File: config.mk
export PLATFORM = sky130hd
export DESIGN_NAME = xlate_op_regs
export DESIGN_NICKNAME = d
export VERILOG_FILES = /design/src/shared/xlate_pkg.sv /design/src/shared/xlate_req_if.sv /design/src/rtl/xlate_op_regs.sv /design/src/rtl/xlate_engine.sv
export SDC_FILE = /design/constraint.sdc
export NUM_CORES = 1
export LEC_CHECK = 0
export CORE_MARGIN = 4
export CORE_UTILIZATION = 45
export CTS_BUF_LIST = sky130_fd_sc_hd__clkbuf_4 sky130_fd_sc_hd__clkbuf_8
export DETAILED_ROUTE_END_ITERATION = 6
export DONT_BUFFER_PORTS = 1
export PLACE_DENSITY = 0.71
export SLEW_MARGIN = 20
export SYNTH_ARGS = -nofsm -noshare
export SYNTH_HDL_FRONTEND = slang
export SYNTH_HIERARCHICAL = 1
export SYNTH_SLANG_ARGS = --single-unit
File: constraint.sdc
create_clock -name aclk -period 2.59 [get_ports aclk]
set_input_delay 0.259 -clock aclk [delete_from_list [all_inputs] [get_ports aclk]]
set_output_delay 0.259 -clock aclk [all_outputs]
set_load 0.02 [all_outputs]
File: src/shared/xlate_pkg.sv
// Constants for the stage-1 translation command register slice.
// Assumes a 32-bit AXI4-Lite register port on one clock.
package xlate_pkg;
    // Register byte offsets, one aligned word each, 64-bit registers take two
    localparam logic [11:0] OFF_PRIV_READ_LO  = 12'h000;
    localparam logic [11:0] OFF_PRIV_READ_HI  = 12'h004;
    localparam logic [11:0] OFF_PRIV_WRITE_LO = 12'h008;
    localparam logic [11:0] OFF_PRIV_WRITE_HI = 12'h00c;
    localparam logic [11:0] OFF_USER_READ_LO  = 12'h010;
    localparam logic [11:0] OFF_USER_READ_HI  = 12'h014;
    localparam logic [11:0] OFF_USER_WRITE_LO = 12'h018;
    localparam logic [11:0] OFF_USER_WRITE_HI = 12'h01c;
    localparam logic [11:0] OFF_STATUS        = 12'h020;
    localparam logic [11:0] OFF_CONFIG        = 12'h024;
    localparam logic [11:0] OFF_RESULT_LO     = 12'h028;
    localparam logic [11:0] OFF_RESULT_HI     = 12'h02c;
    localparam logic [11:0] OFF_LAST_CMD      = 12'h030;

    // Field positions
    localparam int ADDR_LSB       = 12;
    localparam int STATUS_ACT_BIT = 0;
    localparam int CFG_WIDE_BIT   = 0;
    localparam int CFG_ENABLE_BIT = 1;

    // Reset values
    localparam logic [31:0] STATUS_RESET = 32'h0000_0000;
    localparam logic [1:0]  CONFIG_RESET = 2'h3;

    // Translation engine latency, time and derived cycles at 100 MHz
    localparam int CLK_PERIOD_NS   = 10;
    localparam int XLATE_TIME_NS   = 80;
    localparam int XLATE_CYCLES    = (XLATE_TIME_NS + CLK_PERIOD_NS - 1) / CLK_PERIOD_NS;

    localparam logic [1:0] RESP_OKAY   = 2'h0;
    localparam logic [1:0] RESP_SLVERR = 2'h2;

    typedef enum logic [1:0]
    {
        CMD_PRIV_READ  = 2'b00,
        CMD_PRIV_WRITE = 2'b01,
        CMD_USER_READ  = 2'b10,
        CMD_USER_WRITE = 2'b11
    } xlate_cmd_e;
endpackage : xlate_pkg

File: src/shared/xlate_req_if.sv
// Request and result carrier between the register slice and its engine.
// Assumes both ends run on the same clock.
interface xlate_req_if;
    logic                    start;
    xlate_pkg::xlate_cmd_e   cmd;
    logic [63:0]             in_addr;
    logic                    done;
    logic [63:0]             result;

    modport regs
    (
        output start,
        output cmd,
        output in_addr,
        input  done,
        input  result
    );
    modport engine
    (
        input  start,
        input  cmd,
        input  in_addr,
        output done,
        output result
    );
endinterface : xlate_req_if

File: src/rtl/xlate_op_regs.sv
// Stage-1 translation command and status registers of one context bank.
// Assumes an AXI4-Lite master with one write and one read in flight at most.

// What this block does
// - Command write starts translation, result stored
// - Commands are 64-bit write-only, read zero
// - Low-word write zero-extends to 64 bits
// - Upper-word-only write ignored, no translation
// - Address in bits 31:12 in both modes, 11:0 reserved
// - Narrow mode: 32-bit command, address 31:12
// - Status 32-bit read-only, resets zero
// - Status bit 0 shows operation in progress
// - Stage-1 commands optional, may be disabled
module xlate_op_regs
(
    // Clock and reset
    input  wire logic        aclk,
    input  wire logic        aresetn,
    // Write address channel
    input  wire logic [11:0] s_axi_awaddr,
    input  wire logic [2:0]  s_axi_awprot,
    input  wire logic        s_axi_awvalid,
    output logic             s_axi_awready,
    // Write data channel
    input  wire logic [31:0] s_axi_wdata,
    input  wire logic [3:0]  s_axi_wstrb,
    input  wire logic        s_axi_wvalid,
    output logic             s_axi_wready,
    // Write response channel
    output logic [1:0]       s_axi_bresp,
    output logic             s_axi_bvalid,
    input  wire logic        s_axi_bready,
    // Read address channel
    input  wire logic [11:0] s_axi_araddr,
    input  wire logic [2:0]  s_axi_arprot,
    input  wire logic        s_axi_arvalid,
    output logic             s_axi_arready,
    // Read data channel
    output logic [31:0]      s_axi_rdata,
    output logic [1:0]       s_axi_rresp,
    output logic             s_axi_rvalid,
    input  wire logic        s_axi_rready,
    // Status toward the context bank
    output logic             xlate_active,
    output logic             result_valid
);
    xlate_req_if req ();

    xlate_engine u_engine
    (
        .aclk    (aclk),
        .aresetn (aresetn),
        .req     (req)
    );

    // Write channel holding registers
    logic        aw_held_reg;
    logic [11:0] aw_addr_reg;
    logic        w_held_reg;
    logic [31:0] w_data_reg;
    logic [3:0]  w_strb_reg;
    logic        bvalid_reg;
    logic [1:0]  bresp_reg;

    // Read channel registers
    logic        rvalid_reg;
    logic [31:0] rdata_reg;
    logic [1:0]  rresp_reg;

    // Control and state
    logic [1:0]  config_reg;
    logic        active_reg;
    logic        result_valid_reg;
    logic [63:0] result_reg;
    logic [1:0]  last_cmd_reg;
    logic        start_reg;
    logic [1:0]  start_cmd_reg;
    logic [63:0] start_addr_reg;

    // Write decode
    wire logic        wr_fire   = aw_held_reg && w_held_reg && !bvalid_reg;
    wire logic [11:0] wr_word   = {aw_addr_reg[11:2], 2'b00};
    wire logic        wide_mode = config_reg[xlate_pkg::CFG_WIDE_BIT];
    wire logic        s1_enable = config_reg[xlate_pkg::CFG_ENABLE_BIT];

    wire logic wr_cmd_lo = (wr_word == xlate_pkg::OFF_PRIV_READ_LO)
                        || (wr_word == xlate_pkg::OFF_PRIV_WRITE_LO)
                        || (wr_word == xlate_pkg::OFF_USER_READ_LO)
                        || (wr_word == xlate_pkg::OFF_USER_WRITE_LO);
    wire logic wr_cmd_hi = (wr_word == xlate_pkg::OFF_PRIV_READ_HI)
                        || (wr_word == xlate_pkg::OFF_PRIV_WRITE_HI)
                        || (wr_word == xlate_pkg::OFF_USER_READ_HI)
                        || (wr_word == xlate_pkg::OFF_USER_WRITE_HI);
    wire logic wr_config = (wr_word == xlate_pkg::OFF_CONFIG);
    wire logic wr_ro     = (wr_word == xlate_pkg::OFF_STATUS)
                        || (wr_word == xlate_pkg::OFF_RESULT_LO)
                        || (wr_word == xlate_pkg::OFF_RESULT_HI)
                        || (wr_word == xlate_pkg::OFF_LAST_CMD);
    wire logic wr_mapped = wr_cmd_lo || wr_cmd_hi || wr_config || wr_ro;

    // Only a full low-word write starts; a busy engine drops the command
    wire logic wr_full   = (w_strb_reg == 4'hf);
    wire logic cmd_start = wr_fire && wr_cmd_lo && wr_full && s1_enable
                        && !active_reg;
    wire xlate_pkg::xlate_cmd_e cmd_sel = xlate_pkg::xlate_cmd_e'(wr_word[4:3]);

    // Address field: 31:12 in both wide and narrow mode, upper word zero-filled
    wire logic [63:0] cmd_addr = wide_mode
        ? {32'h0000_0000, w_data_reg[31:xlate_pkg::ADDR_LSB], 12'h000}
        : {32'h0000_0000, w_data_reg[31:xlate_pkg::ADDR_LSB], 12'h000};

    // Config write by byte lane 0
    wire logic [1:0] config_next = (wr_fire && wr_config && w_strb_reg[0])
                                 ? w_data_reg[1:0] : config_reg;

    // Read decode
    wire logic        rd_take = s_axi_arvalid && !rvalid_reg;
    wire logic [11:0] rd_word = {s_axi_araddr[11:2], 2'b00};
    wire logic rd_cmd = (rd_word == xlate_pkg::OFF_PRIV_READ_LO)
                     || (rd_word == xlate_pkg::OFF_PRIV_READ_HI)
                     || (rd_word == xlate_pkg::OFF_PRIV_WRITE_LO)
                     || (rd_word == xlate_pkg::OFF_PRIV_WRITE_HI)
                     || (rd_word == xlate_pkg::OFF_USER_READ_LO)
                     || (rd_word == xlate_pkg::OFF_USER_READ_HI)
                     || (rd_word == xlate_pkg::OFF_USER_WRITE_LO)
                     || (rd_word == xlate_pkg::OFF_USER_WRITE_HI);
    wire logic [31:0] status_word = {31'h0000_0000, active_reg};
    wire logic rd_other = (rd_word == xlate_pkg::OFF_STATUS)
                       || (rd_word == xlate_pkg::OFF_CONFIG)
                       || (rd_word == xlate_pkg::OFF_RESULT_LO)
                       || (rd_word == xlate_pkg::OFF_RESULT_HI)
                       || (rd_word == xlate_pkg::OFF_LAST_CMD);
    logic [31:0] rd_value;

    always_comb
    begin
        case (rd_word)
            xlate_pkg::OFF_STATUS:    rd_value = status_word;
            xlate_pkg::OFF_CONFIG:    rd_value = {30'h0000_0000, config_reg};
            xlate_pkg::OFF_RESULT_LO: rd_value = result_reg[31:0];
            xlate_pkg::OFF_RESULT_HI: rd_value = result_reg[63:32];
            xlate_pkg::OFF_LAST_CMD:  rd_value = {30'h0000_0000, last_cmd_reg};
            default:                  rd_value = 32'h0000_0000;
        endcase
    end

    // Write address and data taken in either order
    always_ff @(posedge aclk)
    begin
        if (!aresetn)
        begin
            aw_held_reg <= 1'b0;
            aw_addr_reg <= 12'h000;
            w_held_reg  <= 1'b0;
            w_data_reg  <= 32'h0000_0000;
            w_strb_reg  <= 4'h0;
        end
        else
        begin
            if (s_axi_awvalid && !aw_held_reg)
            begin
                aw_held_reg <= 1'b1;
                aw_addr_reg <= s_axi_awaddr;
            end
            else if (wr_fire)
                aw_held_reg <= 1'b0;
            if (s_axi_wvalid && !w_held_reg)
            begin
                w_held_reg <= 1'b1;
                w_data_reg <= s_axi_wdata;
                w_strb_reg <= s_axi_wstrb;
            end
            else if (wr_fire)
                w_held_reg <= 1'b0;
        end
    end

    // Write response; status and result writes are ignored with OKAY
    always_ff @(posedge aclk)
    begin
        if (!aresetn)
        begin
            bvalid_reg <= 1'b0;
            bresp_reg  <= xlate_pkg::RESP_OKAY;
        end
        else if (wr_fire)
        begin
            bvalid_reg <= 1'b1;
            bresp_reg  <= wr_mapped ? xlate_pkg::RESP_OKAY : xlate_pkg::RESP_SLVERR;
        end
        else if (s_axi_bready)
            bvalid_reg <= 1'b0;
    end

    // Read response
    always_ff @(posedge aclk)
    begin
        if (!aresetn)
        begin
            rvalid_reg <= 1'b0;
            rdata_reg  <= 32'h0000_0000;
            rresp_reg  <= xlate_pkg::RESP_OKAY;
        end
        else if (rd_take)
        begin
            rvalid_reg <= 1'b1;
            rdata_reg  <= rd_value;
            rresp_reg  <= (rd_cmd || rd_other) ? xlate_pkg::RESP_OKAY : xlate_pkg::RESP_SLVERR;
        end
        else if (s_axi_rready)
            rvalid_reg <= 1'b0;
    end

    // Command launch toward the engine
    always_ff @(posedge aclk)
    begin
        if (!aresetn)
        begin
            start_reg      <= 1'b0;
            start_cmd_reg  <= 2'h0;
            start_addr_reg <= 64'h0000_0000_0000_0000;
            last_cmd_reg   <= 2'h0;
            config_reg     <= xlate_pkg::CONFIG_RESET;
        end
        else
        begin
            config_reg <= config_next;
            start_reg  <= cmd_start;
            if (cmd_start)
            begin
                start_cmd_reg  <= cmd_sel;
                start_addr_reg <= cmd_addr;
                last_cmd_reg   <= cmd_sel;
            end
        end
    end

    // Busy flag and result capture
    always_ff @(posedge aclk)
    begin
        if (!aresetn)
        begin
            active_reg       <= xlate_pkg::STATUS_RESET[xlate_pkg::STATUS_ACT_BIT];
            result_valid_reg <= 1'b0;
            result_reg       <= 64'h0000_0000_0000_0000;
        end
        else if (cmd_start)
        begin
            active_reg       <= 1'b1;
            result_valid_reg <= 1'b0;
        end
        else if (req.done)
        begin
            active_reg       <= 1'b0;
            result_valid_reg <= 1'b1;
            result_reg       <= req.result;
        end
    end

    assign req.start   = start_reg;
    assign req.cmd     = xlate_pkg::xlate_cmd_e'(start_cmd_reg);
    assign req.in_addr = start_addr_reg;

    // Bus outputs
    assign s_axi_awready = !aw_held_reg;
    assign s_axi_wready  = !w_held_reg;
    assign s_axi_bvalid  = bvalid_reg;
    assign s_axi_bresp   = bresp_reg;
    assign s_axi_arready = !rvalid_reg;
    assign s_axi_rvalid  = rvalid_reg;
    assign s_axi_rdata   = rdata_reg;
    assign s_axi_rresp   = rresp_reg;
    assign xlate_active  = active_reg;
    assign result_valid  = result_valid_reg;
endmodule : xlate_op_regs

File: src/rtl/xlate_engine.sv
// Stand-in translation engine: fixed latency, flat identity mapping.
// Assumes start is a one-cycle pulse, never given while busy.
module xlate_engine
(
    // Clock and reset
    input wire logic    aclk,
    input wire logic    aresetn,
    // Request channel
    xlate_req_if.engine req
);
    logic [7:0]  count_reg;
    logic        busy_reg;
    logic [63:0] addr_reg;
    logic [1:0]  cmd_reg;
    logic        done_reg;

    wire logic last_cycle = busy_reg && (count_reg == 8'(xlate_pkg::XLATE_CYCLES - 1));

    always_ff @(posedge aclk)
    begin
        if (!aresetn)
        begin
            count_reg <= 8'h00;
            busy_reg  <= 1'b0;
            addr_reg  <= 64'h0000_0000_0000_0000;
            cmd_reg   <= 2'h0;
            done_reg  <= 1'b0;
        end
        else
        begin
            done_reg <= last_cycle;
            if (req.start)
            begin
                busy_reg  <= 1'b1;
                count_reg <= 8'h00;
                addr_reg  <= req.in_addr;
                cmd_reg   <= req.cmd;
            end
            else if (last_cycle)
                busy_reg <= 1'b0;
            else if (busy_reg)
                count_reg <= count_reg + 8'h01;
        end
    end

    // Page address passes through, low bits record the access kind
    assign req.done   = done_reg;
    assign req.result = {addr_reg[63:12], 10'h000, cmd_reg};
endmodule : xlate_engine

==> metrics.cfg <==
[logic_synthesis]
yosys_warnings = 6
synth_seq_cells = 229
avgSynthCellArea_um2 = 9.05
synthArstFlopShare_pct = 0
synth_edf_count = 0
ys_types = 54
synthCells = 1159
netlist_area_um2 = 10500
ys_seq_area_share_pct = 43.7
synth_ff_type = dfxtp_1

[cts]
postCtsSetupRepairBufs = 0
ctsLongestPathBuffers = 3
clock-sinks = 229
clkTransAtPathRegs_ps = 60
cts_tree = built
clk-insertion-delay-late_ps = 540
numCtsBuffers = 39
cts_htree_levels = 2
root_buffer = clkbuf_8

[final_layout]
final_cell_mix = 227 x dfxtp_1, 201 x dlygate4sd3_1, 158 x nand2_1, 110 x mux2i_1, 69 x nand3_1
area_growth_pct = 28.8
layout_commonest_cell = dfxtp_1
layout.cells.non_filler = 1661
finalNetCount = 1397
drive_above_1_share_pct = 7.86
diodes = 0
design_area_um2 = 13500
largest_reg_flops = 64

[global_routing]
grt_pass1_vias = 9124
grtUsageTotal_pct = 21.4
grt_first_pass_wirelength_mm = 46.8
overflow = 0
grt_antenna_before_repair = 0
grt_max_degree = 174

[sta]
fmax_mhz = 415
slew_headroom_pct = 44.2
finalSetupViolCount = 0
final-hold-violation-count = 0
rsz0062_at_grt = no
fin_skew_ps = 19.2
fin_crit_sh_pct = 93.1
setup_ws_ps = 179
worstMarginPinSlew_ps = 837
maxSlewViolCount = 0
tns_ps = 0
min_period_ps = 2410

[floorplanning]
core_area_um2 = 22800
rows = 55
die_h_um = 161
io_pins = 116
die_area_um2 = 25800
initial_core_util_pct = 46.1
chipWidth_um = 161

[drt]
drt-wirelength-per-cell_um = 17.4
wl_mm = 28.8
post-route-drc-count = 0
via_per_inst = 5.71
vias = 9487
drt_iter0_markers = 688
drt-pass1-iter-count = 5
ant_nets = 0

[placed_design]
pre_cts_ws_ps = 426
io_buffers = 0
gp_congestion = 0.708
placed_area_um2 = 10600
placed_cells = 1391
hpwl_mm = 13.3

[setup_path]
worstPathRequired_ps = 3020
critPathKind = reg2reg
critical-path-max-stage-delay_ps = 560
path_buf_inv = 2
cp_data_arrival_time_ps = 2840
end_kind = flop
cp_max_fo = 65
start_kind = flop
crit_chain = and4b_2, buf_6, nand4_1, nand2_1, nand3_1, dlygate4sd3_1
crit_family = buffers and inverters
slowest_stage = dlygate4sd3_1

[job]
maxCapViolations = 0

[power]
ir_drop_v = 0.000421
leakage_uw = 0.00473
power.density_nw_per_um2 = 553
power_uw = 7480

[hold_path]
hold_path.class = in2reg

[outcome]
outcome = finished clean

## worst register-to-register path: stages (launching register included)
cell and delay, ps:
dfxtp_1 420, and4b_2 360, buf_6 450, nand4_1 230, nand2_1 180, nand3_1 90
dlygate4sd3_1 560
## logic make-up after synthesis
group / Yosys count / synth area share [%]
xor gates and xnor gates: 1 / 0.0835
and+or+nand+nor: 389 / 19.8
muxes: 110 / 10.5
AOI/OAI and AO/OA: 289 / 19.9
buffers and inverters: 138 / 5.88
other: 2 / 0.0716
adders and majority gates: 1 / 0.119
DFF: 229 / 43.7
## final timing paths
| check | end | from | depth (start not counted) | slack (ps) |
|---|---|---|---|---|
| setup / recovery | config_reg[0]$_SDFFE_PN1P_ | s_axi_bvalid$_SDFFE_PN0P_ | 6 | 180 |
| hold / removal | s_axi_rdata[0]$_SDFFE_PN0P_ | s_axi_araddr[5] | 3 | 30 |
| setup reg to reg | config_reg[0]$_SDFFE_PN1P_ | s_axi_bvalid$_SDFFE_PN0P_ | 6 | 180 |
| hold reg to reg | req.in_addr[15]$_SDFFE_PN0P_ | req.in_addr[15]$_SDFFE_PN0P_ | 2 | 460 |
## timing repair
action,in CTS,in global routing
setup endpoints to repair,0,13
gates resized for setup,0,4
hold buffers,204,0
endpoints found under the hold margin,221,0
## per-stage QoR
step	utilization [%]	hold WS, ps
6_report	59.4	27.9
5_1_grt	59.4	43.7
4_1_cts	59.3	14.1
3_5_place_dp	46.5	406
3_3_place_gp	46.5	399
2_1_floorplan	-	397
## layout make-up
type / count / area [um^2]
well taps: 313 / 392
repair buffers: 216 / 2240
flip-flops and latches: 229 / 4590
fillers: 1874 / 9260
clock inverters: 7 / 66.3
multi-input cells: 834 / 5480
clock buffers: 59 / 743
inverters: 3 / 11.3
## power by group
| group | internal [uW] | switching (uW) | total [uW] |
|---|---|---|---|
| combinational | 196 | 285 | 480 |
| sequential | 3560 | 37.8 | 3600 |
| clock | 1930 | 1470 | 3400 |
## cells in the mapped netlist (all sizes together) (3+ instances only)
cell    instances  area [um^2]
a41oi          64          561
a31oi          65          407
nand2         159          599
o21ai          41          220
buf            36          233
nor2            6         22.5
dfxtp         229         4580
nand3          69          345
mux2i         110         1100
clkbuf         99          373
o21a            3         22.5
or4             3         33.8
nand3b         64          480
a21boi         37          278
nand4           6         43.8
nor2b          63          394
inv             3         11.3
o211ai         66          495
a21oi           6         33.8
## per-layer routing
layer	wire length [um]	vias to the layer above	GRT usage, %
met2	13900	303	35.6
met4	528	0	6.48
li1	-	4537	-
met3	1780	46	3.67
met5	0	-	0
met1	12600	4601	28.6
No activity file was read; power rests on OpenSTA's default activity.
